## src/hw/fvf_pkg.sv

```systemverilog
/*
 Shared constants, types and helpers for the verify / format / deleted-write sequencer.
 Assumes one 100 MHz clock, a synchronous active-low reset and a byte-level drive interface.
*/
// Functional notes
// - Deleted-write writes sectors like normal writes but with the deleted data mark.
// - Verify reads each addressed sector, checks its CRC, passes no data to host.
// - End-of-transfer input never ends a verify command.
// - With enable_count, verify counts sectors down; end at zero; zero start means 256.
// - Without enable_count, final sector above sectors per side fails; else success.
// - With enable_count, count beyond remaining sectors or bad final sector fails.
// - With multi_track, verify continues on side 1 after side 0 runs out.
// - Format waits for index, then writes the track; MFM or FM by density.
// - Format takes sector size, sector total and gap from command bytes.
// - Format fills every data byte with the command fill byte.
// - Host supplies four ID bytes per sector; device writes them into the ID field.
// - Format writes sector total sectors, then runs gap until the next index pulse, then ends.
// - MFM layout: 80 gap, sync, C2 marks, 50 gap, A1 header, 22 gap, A1 data.
// - FM layout: 40 gap, 6 sync, FC, 26 gap, FE header, 11 gap, data mark.
// - Size code maps 00..05 to 128..4096 byte sectors.
// - Control commands move no data and raise no completion here.
// - CRC mismatch sets abnormal end cause, crc fault, ID flag for ID field only, ends command.
// - Write end or host underrun inside a data field pads the rest with zeros.
package fvf_pkg;

	localparam logic [7:0]  FVF_GAP_MFM      = 8'h4e;
	localparam logic [7:0]  FVF_GAP_FM       = 8'hff;
	localparam logic [7:0]  FVF_SYNC_BYTE    = 8'h00;
	localparam logic [7:0]  FVF_PAD_BYTE     = 8'h00;
	localparam logic [7:0]  FVF_IAM_PRE      = 8'hc2;
	localparam logic [7:0]  FVF_MARK_PRE     = 8'ha1;
	localparam logic [7:0]  FVF_INDEX_MARK   = 8'hfc;
	localparam logic [7:0]  FVF_HEADER_MARK  = 8'hfe;
	localparam logic [7:0]  FVF_DATA_MARK    = 8'hfb;
	localparam logic [7:0]  FVF_DELETED_MARK = 8'hf8;
	localparam logic [12:0] FVF_GAP4A_MFM    = 13'h0050;
	localparam logic [12:0] FVF_GAP4A_FM     = 13'h0028;
	localparam logic [12:0] FVF_SYNC_MFM     = 13'h000c;
	localparam logic [12:0] FVF_SYNC_FM      = 13'h0006;
	localparam logic [12:0] FVF_GAP1_MFM     = 13'h0032;
	localparam logic [12:0] FVF_GAP1_FM      = 13'h001a;
	localparam logic [12:0] FVF_GAP2_MFM     = 13'h0016;
	localparam logic [12:0] FVF_GAP2_FM      = 13'h000b;
	localparam logic [12:0] FVF_PRE_LEN      = 13'h0003;
	localparam logic [12:0] FVF_ID_LEN       = 13'h0004;
	localparam logic [12:0] FVF_CRC_LEN      = 13'h0002;
	localparam logic [12:0] FVF_ONE          = 13'h0001;
	localparam logic [12:0] FVF_SECTOR_BASE  = 13'h0080;
	localparam logic [7:0]  FVF_MAX_SIZE     = 8'h05;
	localparam logic [15:0] FVF_CRC_PRESET   = 16'hffff;
	localparam logic [15:0] FVF_CRC_POLY     = 16'h1021;
	localparam logic [1:0]  FVF_END_NORMAL   = 2'h0;
	localparam logic [1:0]  FVF_END_ABNORMAL = 2'h1;
	localparam logic [8:0]  FVF_COUNT_ONE    = 9'h001;
	localparam logic [7:0]  FVF_FIRST_SECTOR = 8'h01;
	localparam logic [7:0]  FVF_SIDE_ONE     = 8'h01;

	typedef enum logic [1:0] {
		FVF_OP_WRITE_DELETED = 2'b00,
		FVF_OP_VERIFY        = 2'b01,
		FVF_OP_FORMAT        = 2'b10,
		FVF_OP_CONTROL       = 2'b11
	} fvf_op_t;

	typedef enum logic [4:0] {
		S_IDLE = 5'h00, S_WAIT_IDX = 5'h01, S_GAP4A = 5'h02, S_SYNC_IAM = 5'h03,
		S_IAM_PRE = 5'h04, S_IAM = 5'h05, S_GAP1 = 5'h06, S_SYNC_ID = 5'h07,
		S_ID_PRE = 5'h08, S_ID_MARK = 5'h09, S_ID_BYTES = 5'h0a, S_ID_CRC = 5'h0b,
		S_GAP2 = 5'h0c, S_SYNC_DATA = 5'h0d, S_DATA_PRE = 5'h0e, S_DATA_MARK = 5'h0f,
		S_DATA = 5'h10, S_DATA_CRC = 5'h11, S_GAP3 = 5'h12, S_GAP4B = 5'h13,
		S_SEARCH = 5'h14, S_RD_ID = 5'h15, S_RD_DAM = 5'h16, S_RD_DATA = 5'h17,
		S_RESULT = 5'h18
	} fvf_state_t;

	typedef struct packed {
		logic [7:0] ring_index;
		logic [7:0] side_sel;
		logic [7:0] slot_id;
		logic [7:0] size_code;
	} fvf_id_t;

	typedef struct packed {
		fvf_op_t    op;
		logic       mfm;
		logic       multi_track;
		logic       enable_count;
		fvf_id_t    id;
		logic [7:0] final_sector_number;
		logic [7:0] gap_length;
		logic [7:0] sector_count;
		logic [7:0] fill_byte;
	} fvf_cmd_t;

	typedef struct packed {
		logic [1:0] end_cause;
		logic       crc_fault_flag;
		logic       id_crc_flag;
		logic       valid;
		fvf_id_t    id;
	} fvf_result_t;

	function automatic logic [12:0] fvf_sector_len(input logic [7:0] size_code);
		logic [7:0] s;
		s = (size_code > FVF_MAX_SIZE) ? FVF_MAX_SIZE : size_code;
		return FVF_SECTOR_BASE << s[2:0];
	endfunction

	function automatic logic [12:0] fvf_pick(input logic mfm, input logic [12:0] mfm_len,
		input logic [12:0] fm_len);
		return mfm ? mfm_len : fm_len;
	endfunction

	function automatic logic fvf_is_write(input fvf_state_t s);
		return (s >= S_GAP4A) && (s <= S_GAP4B);
	endfunction

endpackage

```

## src/hw/fvf_crc16.sv

```systemverilog
/*
 Byte-wide CRC engine for ID and data fields.
 Assumes the caller pulses start on the first address mark byte and feed on every covered byte.
*/
module fvf_crc16
	import fvf_pkg::*;
(
	input  wire logic        clock,
	input  wire logic        rst_n,
	input  wire logic        start,
	input  wire logic        feed,
	input  wire logic [7:0]  data,
	output logic      [15:0] crc_q,
	output logic      [15:0] crc_nx
);

	function automatic logic [15:0] crc_byte(input logic [15:0] seed, input logic [7:0] d);
		logic [15:0] c;
		c = seed;
		for (int i = 7; i >= 0; i--) begin
			if (c[15] ^ d[i]) begin
				c = {c[14:0], 1'b0} ^ FVF_CRC_POLY;
			end else begin
				c = {c[14:0], 1'b0};
			end
		end
		return c;
	endfunction

	always_comb begin
		crc_nx = crc_q;
		if (feed) begin
			crc_nx = crc_byte(start ? FVF_CRC_PRESET : crc_q, data);
		end else if (start) begin
			crc_nx = FVF_CRC_PRESET;
		end
	end

	always_ff @(posedge clock) begin
		if (!rst_n) begin
			crc_q <= FVF_CRC_PRESET;
		end else begin
			crc_q <= crc_nx;
		end
	end

endmodule

```

## src/hw/fvf_sequencer.sv

```systemverilog
/*
 Execution sequencer for deleted-write, verify and format-track commands.
 Assumes a data separator on the same clock giving byte_tick, a decoded read byte stream
 with mark flags, and a write path that serialises wr_data with wr_mark as missing clock.
*/
module fvf_sequencer
	import fvf_pkg::*;
(
	input  wire logic        clock,
	input  wire logic        rst_n,
	input  wire logic        cmd_start,
	input  wire fvf_cmd_t    cmd,
	input  wire logic [7:0]  sectors_per_side,
	input  wire logic        id_valid,
	input  wire fvf_id_t     id_in,
	output logic             id_ready,
	input  wire logic        host_valid,
	input  wire logic [7:0]  host_data,
	output logic             host_ready,
	input  wire logic        index_pulse_input,
	input  wire logic        end_of_transfer_input,
	input  wire logic        byte_tick,
	input  wire logic        rd_valid,
	input  wire logic [7:0]  rd_byte,
	input  wire logic        rd_mark,
	output logic             wr_gate,
	output logic             wr_strobe,
	output logic [7:0]       wr_data,
	output logic             wr_mark,
	output logic             busy,
	output logic             done,
	output fvf_result_t      result
);

	fvf_state_t  state_reg, state_next;
	logic [12:0] cnt_reg, cnt_next;
	fvf_cmd_t    cmd_reg, cmd_next;
	fvf_id_t     cur_reg, cur_next;
	fvf_id_t     rid_reg, rid_next;
	logic [8:0]  count_reg, count_next;
	logic        pad_reg, pad_next;
	logic        tc_seen_reg, tc_seen_next;
	logic        fin_reg, fin_next;
	logic        fail_reg, fail_next;
	logic        mark_run_reg, mark_run_next;
	logic        idx_s1_reg, idx_s2_reg, idx_s3_reg;
	logic        tc_s1_reg, tc_s2_reg;
	fvf_result_t res_reg, res_next;
	logic        busy_reg, busy_next;
	logic        done_reg, done_next;
	logic        id_ready_reg, id_ready_next;
	logic        host_ready_reg, host_ready_next;
	logic        wr_gate_reg, wr_gate_next;
	logic        wr_strobe_reg, wr_strobe_next;
	logic [7:0]  wr_data_reg, wr_data_next;
	logic        wr_mark_reg, wr_mark_next;

	logic [7:0]  emit;
	logic        emit_mark;
	logic        emit_start;
	logic        emit_feed;
	logic [12:0] len;
	fvf_state_t  follow;
	logic        take;
	logic        crc_start, crc_feed;
	logic [7:0]  crc_data;
	logic [15:0] crc_q, crc_nx;
	logic        idx_edge;
	logic        is_wd, is_verify, is_format;
	logic        last_sec, to_side1, cnt_hit, sec_end, sec_fail, id_match;
	logic [12:0] sec_len;
	logic [7:0]  gap_byte;

	fvf_crc16 u_crc (
		.clock  (clock),
		.rst_n  (rst_n),
		.start  (crc_start),
		.feed   (crc_feed),
		.data   (crc_data),
		.crc_q  (crc_q),
		.crc_nx (crc_nx)
	);

	assign is_wd     = (cmd_reg.op == FVF_OP_WRITE_DELETED);
	assign is_verify = (cmd_reg.op == FVF_OP_VERIFY);
	assign is_format = (cmd_reg.op == FVF_OP_FORMAT);
	assign idx_edge  = idx_s2_reg && !idx_s3_reg;
	assign gap_byte  = cmd_reg.mfm ? FVF_GAP_MFM : FVF_GAP_FM;
	assign sec_len   = fvf_sector_len(cmd_reg.id.size_code);
	assign last_sec  = (cur_reg.slot_id == cmd_reg.final_sector_number);
	assign to_side1  = last_sec && cmd_reg.multi_track && (cur_reg.side_sel != FVF_SIDE_ONE);
	assign cnt_hit   = is_verify && cmd_reg.enable_count && (count_reg == FVF_COUNT_ONE);
	// Running out of track before the count empties means the count was too large
	assign sec_fail  = is_verify && cmd_reg.enable_count && !cnt_hit && last_sec && !to_side1;
	assign sec_end   = cnt_hit || (last_sec && !to_side1) || (is_wd && tc_seen_reg);
	assign id_match  = (rid_reg.slot_id == cur_reg.slot_id)
		&& (rid_reg.side_sel == cur_reg.side_sel)
		&& (rid_reg.ring_index == cur_reg.ring_index);
	assign take      = (state_reg == S_DATA) && is_wd && !pad_reg && !tc_seen_reg && host_valid;

	// Byte emission table for the track writer
	always_comb begin
		emit       = gap_byte;
		emit_mark  = 1'b0;
		emit_start = 1'b0;
		emit_feed  = 1'b0;
		len        = FVF_ONE;
		follow     = state_reg;
		unique case (state_reg)
			S_GAP4A: begin
				len    = fvf_pick(cmd_reg.mfm, FVF_GAP4A_MFM, FVF_GAP4A_FM);
				follow = S_SYNC_IAM;
			end
			S_SYNC_IAM: begin
				emit   = FVF_SYNC_BYTE;
				len    = fvf_pick(cmd_reg.mfm, FVF_SYNC_MFM, FVF_SYNC_FM);
				follow = cmd_reg.mfm ? S_IAM_PRE : S_IAM;
			end
			S_IAM_PRE: begin
				emit      = FVF_IAM_PRE;
				emit_mark = 1'b1;
				len       = FVF_PRE_LEN;
				follow    = S_IAM;
			end
			S_IAM: begin
				emit      = FVF_INDEX_MARK;
				emit_mark = 1'b1;
				follow    = S_GAP1;
			end
			S_GAP1: begin
				len    = fvf_pick(cmd_reg.mfm, FVF_GAP1_MFM, FVF_GAP1_FM);
				follow = S_GAP4B;
			end
			S_SYNC_ID: begin
				emit   = FVF_SYNC_BYTE;
				len    = fvf_pick(cmd_reg.mfm, FVF_SYNC_MFM, FVF_SYNC_FM);
				follow = cmd_reg.mfm ? S_ID_PRE : S_ID_MARK;
			end
			S_ID_PRE: begin
				emit       = FVF_MARK_PRE;
				emit_mark  = 1'b1;
				emit_start = (cnt_reg == '0);
				emit_feed  = 1'b1;
				len        = FVF_PRE_LEN;
				follow     = S_ID_MARK;
			end
			S_ID_MARK: begin
				emit       = FVF_HEADER_MARK;
				emit_mark  = 1'b1;
				emit_start = !cmd_reg.mfm;
				emit_feed  = 1'b1;
				follow     = S_ID_BYTES;
			end
			S_ID_BYTES: begin
				emit      = cur_reg[31 - 8 * cnt_reg[1:0] -: 8];
				emit_feed = 1'b1;
				len       = FVF_ID_LEN;
				follow    = S_ID_CRC;
			end
			S_ID_CRC, S_DATA_CRC: begin
				emit   = cnt_reg[0] ? crc_q[7:0] : crc_q[15:8];
				len    = FVF_CRC_LEN;
				follow = (state_reg == S_ID_CRC) ? S_GAP2 : S_GAP3;
			end
			S_GAP2: begin
				len    = fvf_pick(cmd_reg.mfm, FVF_GAP2_MFM, FVF_GAP2_FM);
				follow = S_SYNC_DATA;
			end
			S_SYNC_DATA: begin
				emit   = FVF_SYNC_BYTE;
				len    = fvf_pick(cmd_reg.mfm, FVF_SYNC_MFM, FVF_SYNC_FM);
				follow = cmd_reg.mfm ? S_DATA_PRE : S_DATA_MARK;
			end
			S_DATA_PRE: begin
				emit       = FVF_MARK_PRE;
				emit_mark  = 1'b1;
				emit_start = (cnt_reg == '0);
				emit_feed  = 1'b1;
				len        = FVF_PRE_LEN;
				follow     = S_DATA_MARK;
			end
			S_DATA_MARK: begin
				emit       = is_wd ? FVF_DELETED_MARK : FVF_DATA_MARK;
				emit_mark  = 1'b1;
				emit_start = !cmd_reg.mfm;
				emit_feed  = 1'b1;
				follow     = S_DATA;
			end
			S_DATA: begin
				emit      = is_format ? cmd_reg.fill_byte : (take ? host_data : FVF_PAD_BYTE);
				emit_feed = 1'b1;
				len       = sec_len;
				follow    = S_DATA_CRC;
			end
			S_GAP3: begin
				len    = (cmd_reg.gap_length == 8'h00) ? FVF_ONE : {5'h00, cmd_reg.gap_length};
				follow = is_wd ? (fin_reg ? S_RESULT : S_SEARCH) : S_GAP4B;
			end
			default: begin
				follow = state_reg;
			end
		endcase
	end

	always_comb begin
		state_next      = state_reg;
		cnt_next        = cnt_reg;
		cmd_next        = cmd_reg;
		cur_next        = cur_reg;
		rid_next        = rid_reg;
		count_next      = count_reg;
		pad_next        = pad_reg;
		tc_seen_next    = tc_seen_reg || (tc_s2_reg && is_wd);
		fin_next        = fin_reg;
		fail_next       = fail_reg;
		mark_run_next   = rd_valid ? rd_mark : mark_run_reg;
		res_next        = res_reg;
		busy_next       = busy_reg;
		done_next       = 1'b0;
		id_ready_next   = 1'b0;
		host_ready_next = 1'b0;
		wr_strobe_next  = 1'b0;
		wr_data_next    = wr_data_reg;
		wr_mark_next    = wr_mark_reg;
		crc_start       = rd_valid && rd_mark && !mark_run_reg;
		crc_feed        = rd_valid && !fvf_is_write(state_reg);
		crc_data        = rd_byte;
		unique case (state_reg)
			S_IDLE: begin
				if (cmd_start && (cmd.op != FVF_OP_CONTROL)) begin
					cmd_next     = cmd;
					cur_next     = cmd.id;
					count_next   = {cmd.sector_count == 8'h00, cmd.sector_count};
					pad_next     = 1'b0;
					tc_seen_next = 1'b0;
					fin_next     = 1'b0;
					fail_next    = 1'b0;
					cnt_next     = '0;
					res_next     = '0;
					busy_next    = 1'b1;
					unique case (cmd.op)
						FVF_OP_VERIFY: begin
							// Final sector past side end can never be reached
							if (cmd.final_sector_number > sectors_per_side) begin
								fail_next  = 1'b1;
								state_next = S_RESULT;
							end else begin
								state_next = S_SEARCH;
							end
						end
						FVF_OP_FORMAT: state_next = S_WAIT_IDX;
						default: state_next = S_SEARCH;
					endcase
				end
			end
			S_WAIT_IDX: begin
				if (idx_edge) begin
					state_next = S_GAP4A;
					cnt_next   = '0;
				end
			end
			S_SEARCH: begin
				if (rd_valid && rd_mark && (rd_byte == FVF_HEADER_MARK)) begin
					state_next = S_RD_ID;
					cnt_next   = '0;
				end
			end
			S_RD_ID: begin
				if (rd_valid) begin
					cnt_next = cnt_reg + FVF_ONE;
					if (cnt_reg < FVF_ID_LEN) begin
						rid_next = {rid_reg[23:0], rd_byte};
					end
					if (cnt_reg == FVF_ID_LEN + FVF_ONE) begin
						cnt_next = '0;
						if (crc_nx != 16'h0000) begin
							res_next.crc_fault_flag = 1'b1;
							res_next.id_crc_flag    = 1'b1;
							fail_next               = 1'b1;
							state_next              = S_RESULT;
						end else if (id_match) begin
							state_next = is_wd ? S_GAP2 : S_RD_DAM;
						end else begin
							state_next = S_SEARCH;
						end
					end
				end
			end
			S_RD_DAM: begin
				if (rd_valid && rd_mark
					&& ((rd_byte == FVF_DATA_MARK) || (rd_byte == FVF_DELETED_MARK))) begin
					state_next = S_RD_DATA;
					cnt_next   = '0;
				end
			end
			S_RD_DATA: begin
				// Bytes are only checked, never handed to the host
				if (rd_valid) begin
					cnt_next = cnt_reg + FVF_ONE;
					if (cnt_reg == sec_len + FVF_ONE) begin
						cnt_next = '0;
						if (crc_nx != 16'h0000) begin
							res_next.crc_fault_flag = 1'b1;
							fail_next               = 1'b1;
							state_next              = S_RESULT;
						end else begin
							count_next = cmd_reg.enable_count ? count_reg - FVF_COUNT_ONE : count_reg;
							cur_next.slot_id  = to_side1 ? FVF_FIRST_SECTOR : cur_reg.slot_id + 8'h01;
							cur_next.side_sel = to_side1 ? FVF_SIDE_ONE : cur_reg.side_sel;
							fail_next  = sec_fail;
							state_next = sec_end ? S_RESULT : S_SEARCH;
						end
					end
				end
			end
			S_RESULT: begin
				res_next.end_cause = fail_reg ? FVF_END_ABNORMAL : FVF_END_NORMAL;
				res_next.valid     = !fail_reg;
				res_next.id        = cur_reg;
				busy_next          = 1'b0;
				done_next          = 1'b1;
				state_next         = S_IDLE;
			end
			default: begin
				if (byte_tick) begin
					wr_strobe_next = 1'b1;
					wr_data_next   = emit;
					wr_mark_next   = emit_mark;
					crc_start      = emit_start;
					crc_feed       = emit_feed;
					crc_data       = emit;
					cnt_next       = cnt_reg + FVF_ONE;
					host_ready_next = take;
					if ((state_reg == S_DATA) && is_wd && !take) begin
						pad_next = 1'b1;
					end
					if (state_reg == S_GAP4B) begin
						cnt_next = '0;
						// Gap keeps running while the host is late or the track is full
						if (id_valid && (count_reg != '0)) begin
							cur_next      = id_in;
							id_ready_next = 1'b1;
							count_next    = count_reg - FVF_COUNT_ONE;
							state_next    = S_SYNC_ID;
							// First sync byte goes out now, so the gap keeps its exact length
							wr_data_next  = FVF_SYNC_BYTE;
							cnt_next      = FVF_ONE;
						end
					end else if (cnt_reg == len - FVF_ONE) begin
						cnt_next   = '0;
						state_next = follow;
						if ((state_reg == S_DATA_CRC) && is_wd) begin
							fin_next          = sec_end;
							cur_next.slot_id  = to_side1 ? FVF_FIRST_SECTOR : cur_reg.slot_id + 8'h01;
							cur_next.side_sel = to_side1 ? FVF_SIDE_ONE : cur_reg.side_sel;
						end
						if (state_reg == S_GAP3) begin
							pad_next = 1'b0;
						end
					end
				end
				if (is_format && idx_edge) begin
					state_next     = S_RESULT;
					wr_strobe_next = 1'b0;
				end
			end
		endcase
		wr_gate_next = fvf_is_write(state_next);
	end

	always_ff @(posedge clock) begin
		if (!rst_n) begin
			state_reg      <= S_IDLE;
			cnt_reg        <= '0;
			cmd_reg        <= '0;
			cur_reg        <= '0;
			rid_reg        <= '0;
			count_reg      <= '0;
			pad_reg        <= 1'b0;
			tc_seen_reg    <= 1'b0;
			fin_reg        <= 1'b0;
			fail_reg       <= 1'b0;
			mark_run_reg   <= 1'b0;
			idx_s1_reg     <= 1'b0;
			idx_s2_reg     <= 1'b0;
			idx_s3_reg     <= 1'b0;
			tc_s1_reg      <= 1'b0;
			tc_s2_reg      <= 1'b0;
			res_reg        <= '0;
			busy_reg       <= 1'b0;
			done_reg       <= 1'b0;
			id_ready_reg   <= 1'b0;
			host_ready_reg <= 1'b0;
			wr_gate_reg    <= 1'b0;
			wr_strobe_reg  <= 1'b0;
			wr_data_reg    <= 8'h00;
			wr_mark_reg    <= 1'b0;
		end else begin
			state_reg      <= state_next;
			cnt_reg        <= cnt_next;
			cmd_reg        <= cmd_next;
			cur_reg        <= cur_next;
			rid_reg        <= rid_next;
			count_reg      <= count_next;
			pad_reg        <= pad_next;
			tc_seen_reg    <= tc_seen_next;
			fin_reg        <= fin_next;
			fail_reg       <= fail_next;
			mark_run_reg   <= mark_run_next;
			idx_s1_reg     <= index_pulse_input;
			idx_s2_reg     <= idx_s1_reg;
			idx_s3_reg     <= idx_s2_reg;
			tc_s1_reg      <= end_of_transfer_input;
			tc_s2_reg      <= tc_s1_reg;
			res_reg        <= res_next;
			busy_reg       <= busy_next;
			done_reg       <= done_next;
			id_ready_reg   <= id_ready_next;
			host_ready_reg <= host_ready_next;
			wr_gate_reg    <= wr_gate_next;
			wr_strobe_reg  <= wr_strobe_next;
			wr_data_reg    <= wr_data_next;
			wr_mark_reg    <= wr_mark_next;
		end
	end

	assign id_ready   = id_ready_reg;
	assign host_ready = host_ready_reg;
	assign wr_gate    = wr_gate_reg;
	assign wr_strobe  = wr_strobe_reg;
	assign wr_data    = wr_data_reg;
	assign wr_mark    = wr_mark_reg;
	assign busy       = busy_reg;
	assign done       = done_reg;
	assign result     = res_reg;

endmodule

```

## config.mk

```make
export PLATFORM = sky130hd
export DESIGN_NAME = fvf_sequencer
export DESIGN_NICKNAME = d
export VERILOG_FILES = /design/src/hw/fvf_pkg.sv /design/src/hw/fvf_crc16.sv /design/src/hw/fvf_sequencer.sv
export SDC_FILE = /design/constraint.sdc
export NUM_CORES = 1
export LEC_CHECK = 0
export BUFFER_PORTS_ARGS = -buffer_cell sky130_fd_sc_hd__buf_2
export CAP_MARGIN = 20
export CORE_MARGIN = 2
export CORE_UTILIZATION = 36
export DETAILED_ROUTE_END_ITERATION = 16
export GPL_TIMING_DRIVEN = 0
export SETUP_SLACK_MARGIN = 0.5
export SLEW_MARGIN = 25
export SYNTH_ARGS = -nofsm -noshare
export SYNTH_HDL_FRONTEND = slang
export SYNTH_SLANG_ARGS = --single-unit
export TNS_END_PERCENT = 50
```

## constraint.sdc

```tcl
create_clock -name clock -period 12.6 [get_ports clock]
set_input_delay 1.89 -clock clock [delete_from_list [all_inputs] [get_ports clock]]
set_output_delay 1.89 -clock clock [all_outputs]
set_load 0.005 [all_outputs]
```

==> impl_metrics.csv, run 1 <==
group,metric,value,unit
die,io_pins,187,
logic_synthesis,syn-instance-count,1607,
logic_synthesis,yosys_warnings,0,
logic_synthesis,yosysTopAreaCell,"dfxtp_1",
clocking,clockBufferDepth,3,
placement,post-place-cells,2247,
critical_path,crit_path_frequent_cell,"xnor2_2",
logic_synthesis,ys_seq_elements,205,
timing,clock_skew,0.0144,ns
critical_path,crit_cells,13,
critical_path,crit_buf_inv,1,
placement,dp_slack,5.94,ns
power_and_ir_drop,peakVddDrop,0.0000993,V
final_layout,drive_above_1_share,16.3,%
drt,drt-total-wl,52700,µm
die,die_height,190,µm
placement,dpl-instance-area,13900,µm²
drt,avgRoutedWirePerCell,23.0,µm
logic_synthesis,ys_top_cells_by_area,"dfxtp_1, nand2_1, a21oi_1",
power_and_ir_drop,power,4.06,mW
clocking,clk_pin_slew,0.07,ns
die,die_w,190,µm
logic_synthesis,yosysUniqueCellTypes,99,
final_layout,synthToLayoutAreaGrowth,18.2,%
final_layout,stdcell_count,2290,
critical_path,r2r-end,"cur_reg[23]",
logic_synthesis,synthTopCellsByCount,"nand2_1, dfxtp_1, a21oi_1, nor2_1, clkbuf_1",
global_routing,grt_pass1_wl,78300,µm
final_layout,fin_nets,1968,
timing,setup_viol,0,
critical_path,crit_chain,"buf_2 > nor4b_2 > a22oi_1 > o221ai_1 > o32ai_1 > nor3_2 > xnor2_2 > xnor2_2 > a21oi_1 > a2111oi_1 > nand3_1 > a211oi_2 > o22ai_1",
clocking,cts_buffers,24,
critical_path,crit_type,"in -> reg",
timing,finalSetupTns,0,ns
logic_synthesis,synth_edf_count,0,
timing,hold_viol,0,
critical_path,cp.required,12.98,ns
min_path,holdCritStartpoint,"tc_s1_reg",
outcome,outcome,"finished, final reports clean",
drt,drtAntennaViolNets,0,
logic_synthesis,netlist.area_leader.share,33.0,%
die,dieArea,36100,µm²
critical_path,critPathCaptureType,"register",
clocking,ctsResizeCount,0,
clocking,cts_tree,"built",
min_path,hp-class,"reg -> reg",
critical_path,crit_slowest_cell,"a2111oi_1",
global_routing,antenna_found_initial,3,
die,start_util,36.3,%
critical_path,crit_path_start,"host_valid",
die,core.rowCount,68,
drt,drt_pass1_iterations,8,
clocking,clock_latency,0.54,ns
critical_path,crit_family,"compound AO/OA/AOI/OAI gates",
critical_path,cp_slowest_stage_delay,0.86,ns
placement,gp_congestion,1.00,
die,fp.coreArea,34300,µm²
final_layout,fin_area,14700,µm²
timing,tightest_slew,1.20,ns
timing,slew_violations,0,
timing,layout_min_cycle_time,6.18,ns
timing,min_period_over_period,49.1,%
drt,drt_iter0_drc,1423,
global_routing,grt_overflow,0,
drt,route.detailed.drc,0,
logic_synthesis,synth.yosys.seq_area_share,33.0,%
logic_synthesis,synth_ff_type,"dfxtp_1",
clocking,cts_setup_buffers,0,
logic_synthesis,synth_nets,1757,
critical_path,r2r_slack,6.74,ns
job,max_cap_viol_count,0,
clocking,cts_num_sinks,205,
logic_synthesis,syn_avg_cell_area,7.75,µm²
logic_synthesis,synth_area,12500,µm²
critical_path,crit_path_start_kind,"input port",
power_and_ir_drop,power_leakage,5.72,nW
power_and_ir_drop,powerDensity,276,nW/µm²
critical_path,cp_max_fo,7,
global_routing,grt_pass1_vias,12600,
clocking,root_buffer,"clkbuf_16",
timing,timing.final.ws_setup,6.42,ns
logic_synthesis,async_flop_share,0,%
logic_synthesis,synth.most_common_cell,"nand2_1",
critical_path,critPathArrivalTime,6.57,ns
critical_path,rr_worst_depth,16,
global_routing,grt_max_degree,14,
clocking,htreeDepth,1,
timing,max_freq,0.162,GHz
clocking,cts_hold_buf,0,
critical_path,cp-endpoint,"cur_reg[23]",
final_layout,diodes,0,
timing,slew_headroom,19.4,%
critical_path,r2r_start,"cnt_reg[0]",
drt,vias_per_cell,5.94,
timing,rsz0062_at_grt,"no",
placement,port-buffer-count,185,
global_routing,grt_util_all_layers,28.3,%
drt,vias,13600,
placement,hpwl,40900,µm
final_layout,largest_reg_flops,37,
-- area by class of cell --
type / count / area, µm²
plain buffers: 119 / 505
clock buffers: 34 / 678
clock inverters: 9 / 93.8
fillers: 3599 / 19600
inverters: 30 / 113
multi-input cells: 1253 / 7730
flip-flops and latches: 205 / 4100
well taps: 455 / 569
repair buffers: 185 / 926
-- per-stage QoR --
stage | hold slack [ns] | util (%)
2_1_floorplan | 0.412 | -
3_3_place_gp | 0.414 | 40.7
3_5_place_dp | 0.419 | 40.7
4_1_cts | 0.432 | 42.9
5_1_grt | 0.460 | 42.9
6_report | 0.425 | 42.9
-- cells in the final DEF (no fill, tap or decap), drive strengths merged, types with 7 or more instances in the layout --
cell type and instances:
o21a 10, ha 15, nor3b 15, a32o 7
a31oi 18, nand3 40, o211ai 11, a22oi 17
a211oi 16, a21oi 139, o31ai 8, or3 19
nor4b 8, nand3b 12, dfxtp 205, nand2b 13
o21ai 71, nand4 20, o22ai 23, nor3 38
a311oi 20, xor2 27, inv 31, mux4 8
xnor2 43, and2 18, o221a 7, mux2 7
mux2i 17, and3 24, nor2b 17, a22o 37
nand2 279, nor2 129, buf 219, nor4 18
a221oi 7, a222oi 7, or4 7, clkbuf 119
-- report_power, final --
group	leakage, nW	internal (mW)	switching (mW)
Combinational	3.68	0.842	1.59
Sequential	1.67	0.778	0.156
Clock	0.373	0.397	0.301
Total	5.72	2.02	2.05
-- how the worst min path moves through the flow --
stage,endpoint,cells after the start
after floorplan,idx_s2_reg,1
after global placement,idx_s2_reg,1
after global routing,idx_s2_reg,1
final,tc_s2_reg,1
after CTS,tc_s2_reg,1
after detailed placement,idx_s2_reg,1
-- cells by family (layout without fill, tap and decap cells) --
family | count (synthesis) | after routing | share of synthesized area [%]
buffers and inverters | 149 | 377 | 4.96
AO/OA/AOI/OAI | 453 | 453 | 24.8
multiplexers | 32 | 32 | 3.45
other | 1 | 1 | 0.0301
adder cells (fa/ha/maj) | 15 | 15 | 1.51
AND/OR/NAND/NOR | 680 | 680 | 26.8
flip-flops | 205 | 205 | 33.0
XOR/XNOR | 72 | 72 | 5.48
-- per-layer routing --
metal / wire length, µm / global-route usage, %
met5: 23 / 0
met4: 1910 / 9.81
met3: 4040 / 3.89
met2: 23900 / 46.1
met1: 22800 / 38.3
Note: power is estimated with default switching activity, not from simulation.
==> run 2: changes to the inputs <==
==> constraint.sdc (replaced) <==
create_clock -name clock -period 5.55 [get_ports clock]
set_input_delay 0.8325 -clock clock [delete_from_list [all_inputs] [get_ports clock]]
set_output_delay 0.8325 -clock clock [all_outputs]
set_load 0.005 [all_outputs]
==> run 2 against run 1 <==
Net effect: utilization up 0.49 points; register-to-register slack worse by 6.0 ns; routed wire length about the same; non-clock buffer count up 5; die area unchanged; design area up 1.1%; sequential power up 130%; total power up 130%; flip-flop and latch count unchanged.
==> impl_metrics.csv, run 2 (synthesized netlist as in run 1, its figures left out) <==
group,metric,value,unit
timing,fin_hold_ws,0.426,ns
drt,drtAntennaViolNets,0,
critical_path,crit_cells,13,
die,io_pins,187,
clocking,cts_num_sinks,205,
critical_path,cp.required,6.02,ns
drt,avgRoutedWirePerCell,22.9,µm
clocking,cts_tree,"built",
critical_path,crit_type,"reg -> reg",
global_routing,grt_pass1_vias,12600,
critical_path,crit_family,"simple AND/OR/NAND/NOR gates",
final_layout,final_common_cell,"nand2_1",
clocking,cts_buffers,24,
timing,layout_min_cycle_time,4.84,ns
critical_path,cp_slowest_stage_delay,0.71,ns
power_and_ir_drop,peakVddDrop,0.000226,V
final_layout,regArea,4110,µm²
timing,rsz0062_at_grt,"no",
final_layout,synthToLayoutAreaGrowth,19.5,%
final_layout,largest_reg_flops,37,
critical_path,r2r-end,"count_reg[3]",
die,core.rowCount,68,
min_path,worstHoldEndpoint,"tc_s2_reg",
drt,wl_met3,3840,µm
critical_path,r2r_slack,0.71,ns
timing,slew_headroom,18.7,%
clocking,cts_hold_buf,0,
power_and_ir_drop,powerDensity,630,nW/µm²
placement,hpwl,40900,µm
timing,max_freq,0.207,GHz
global_routing,grt_max_degree,14,
critical_path,critPathCaptureType,"register",
clocking,root_buffer,"clkbuf_16",
die,die_w,190,µm
die,start_util,36.3,%
placement,dp_slack,-0.195,ns
critical_path,critPathArrivalTime,5.31,ns
final_layout,drive_above_1_share,17.6,%
final_layout,diodes,0,
final_layout,fin_nets,1973,
global_routing,grt_pass1_wl,78400,µm
drt,drt_iter0_drc,1375,
placement,gp_congestion,1.00,
min_path,holdCritStartpoint,"tc_s1_reg",
drt,vias_per_cell,5.91,
timing,tightest_slew,1.21,ns
outcome,outcome,"finished, final reports clean",
drt,route.detailed.drc,0,
die,die_height,190,µm
final_layout,final_cell_mix,"nand2_1, dfxtp_1, buf_2",
timing,hold_viol,0,
clocking,clk_pin_slew,0.07,ns
drt,top_layer_used,"met5",
drt,drt_pass1_iterations,7,
drt,drt-total-wl,52600,µm
timing,min_period_over_period,87.2,%
critical_path,crit_chain,"clkbuf_1 > nor2_1 > nor3_1 > or4_1 > a22oi_1 > xor2_1 > xnor2_4 > mux2i_1 > a2111o_2 > or3_1 > buf_2 > a211oi_1 > o221a_1",
global_routing,antenna_found_initial,2,
power_and_ir_drop,power,9.38,mW
die,fp.coreArea,34300,µm²
timing,setup_viol,0,
critical_path,cp_max_fo,9,
critical_path,crit_buf_inv,2,
clocking,clock_latency,0.55,ns
final_layout,fillCellCount,3585,
critical_path,rr_worst_depth,13,
global_routing,grt_overflow,0,
timing,clock_skew,0.0170,ns
job,max_cap_viol_count,0,
critical_path,crit_path_start_kind,"register",
drt,wl_met1,22900,µm
clocking,htreeDepth,1,
min_path,hp-class,"reg -> reg",
clocking,clockBufferDepth,3,
timing,timing.final.ws_setup,0.712,ns
drt,wl_met2,24000,µm
critical_path,crit_slowest_cell,"nor2_1",
final_layout,multi_input_area,7840,µm²
drt,vias,13600,
placement,port-buffer-count,185,
die,dieArea,36100,µm²
min_path,timing.hold.worst_path_depth,1,
timing,slew_violations,0,
global_routing,grt_util_all_layers,28.3,%
power_and_ir_drop,power_leakage,5.77,nW
critical_path,r2r_start,"cmd_reg[67]",
run 2: cell types whose count changed in the layout (fill, tap and decap cells not counted), sizes merged:
cell	before	now
buf	219	223
clkbuf	119	120
run 2: cell type report:
class                           instances  share of cell area [%]
Clock inverter                          9                   0.630
Multi-Input combinational cell       1253                    52.6
Clock buffer                           34                    4.56
Sequential cell                       205                    27.6
Timing Repair Buffer                  190                    6.56
Buffer                                119                    3.45
Tap cell                              455                    3.82
Inverter                               30                   0.756
run 2: report_power, final:
part           switching [mW]  leakage (nW)  internal, mW
logic                    3.66          3.73          2.01
clock network           0.686         0.373         0.902
registers               0.356          1.67          1.77
run 2: stage by stage:
stage,std cells,area [µm²],TNS (ns),util (%)
2_1_floorplan,1607,12500,0,-
3_3_place_gp,2247,13900,-0.190,40.7
3_5_place_dp,2247,13900,-1.09,40.7
4_1_cts,2292,14800,0,43.1
5_1_grt,2295,14900,0,43.4
6_report,2295,14900,0,43.4
run 2: worst reg2reg max path: cells and delay by family, from the launching register on:
family | cells | cell delay [ns]
AND/OR/NAND/NOR | 4 | 1.85
XOR/XNOR | 2 | 0.58
flip-flops | 1 | 0.29
buffers and inverters | 2 | 0.48
AO/OA/AOI/OAI | 4 | 1.35
multiplexers | 1 | 0.21
run 2: layer usage:
layer  vias to the layer above  global-route usage (%)
li1                       6305                       -
met1                      6492                    38.5
met2                       638                    46.3
met3                       126                    3.74
met4                         2                    9.63
met5                         -                       0
run 2: how the worst max path moves through the flow:
stage / startpoint / endpoint / slack, ns
after floorplan: host_valid / count_reg[7] / 1.53
after global placement: cnt_reg[0] / cur_reg[23] / -0.07
after detailed placement: cnt_reg[0] / cur_reg[23] / -0.19
after CTS: state_reg[4] / count_reg[3] / 0.50
after global routing: cnt_reg[0] / count_reg[3] / 0.52
final: cmd_reg[67] / count_reg[3] / 0.71
run 2: what timing repair did:
item,4_1_cts,5_1_grt
resized for setup,6,22
pin swaps,2,3
buffers inserted,2,3
cloned,0,0
endpoints found under the setup margin,22,43
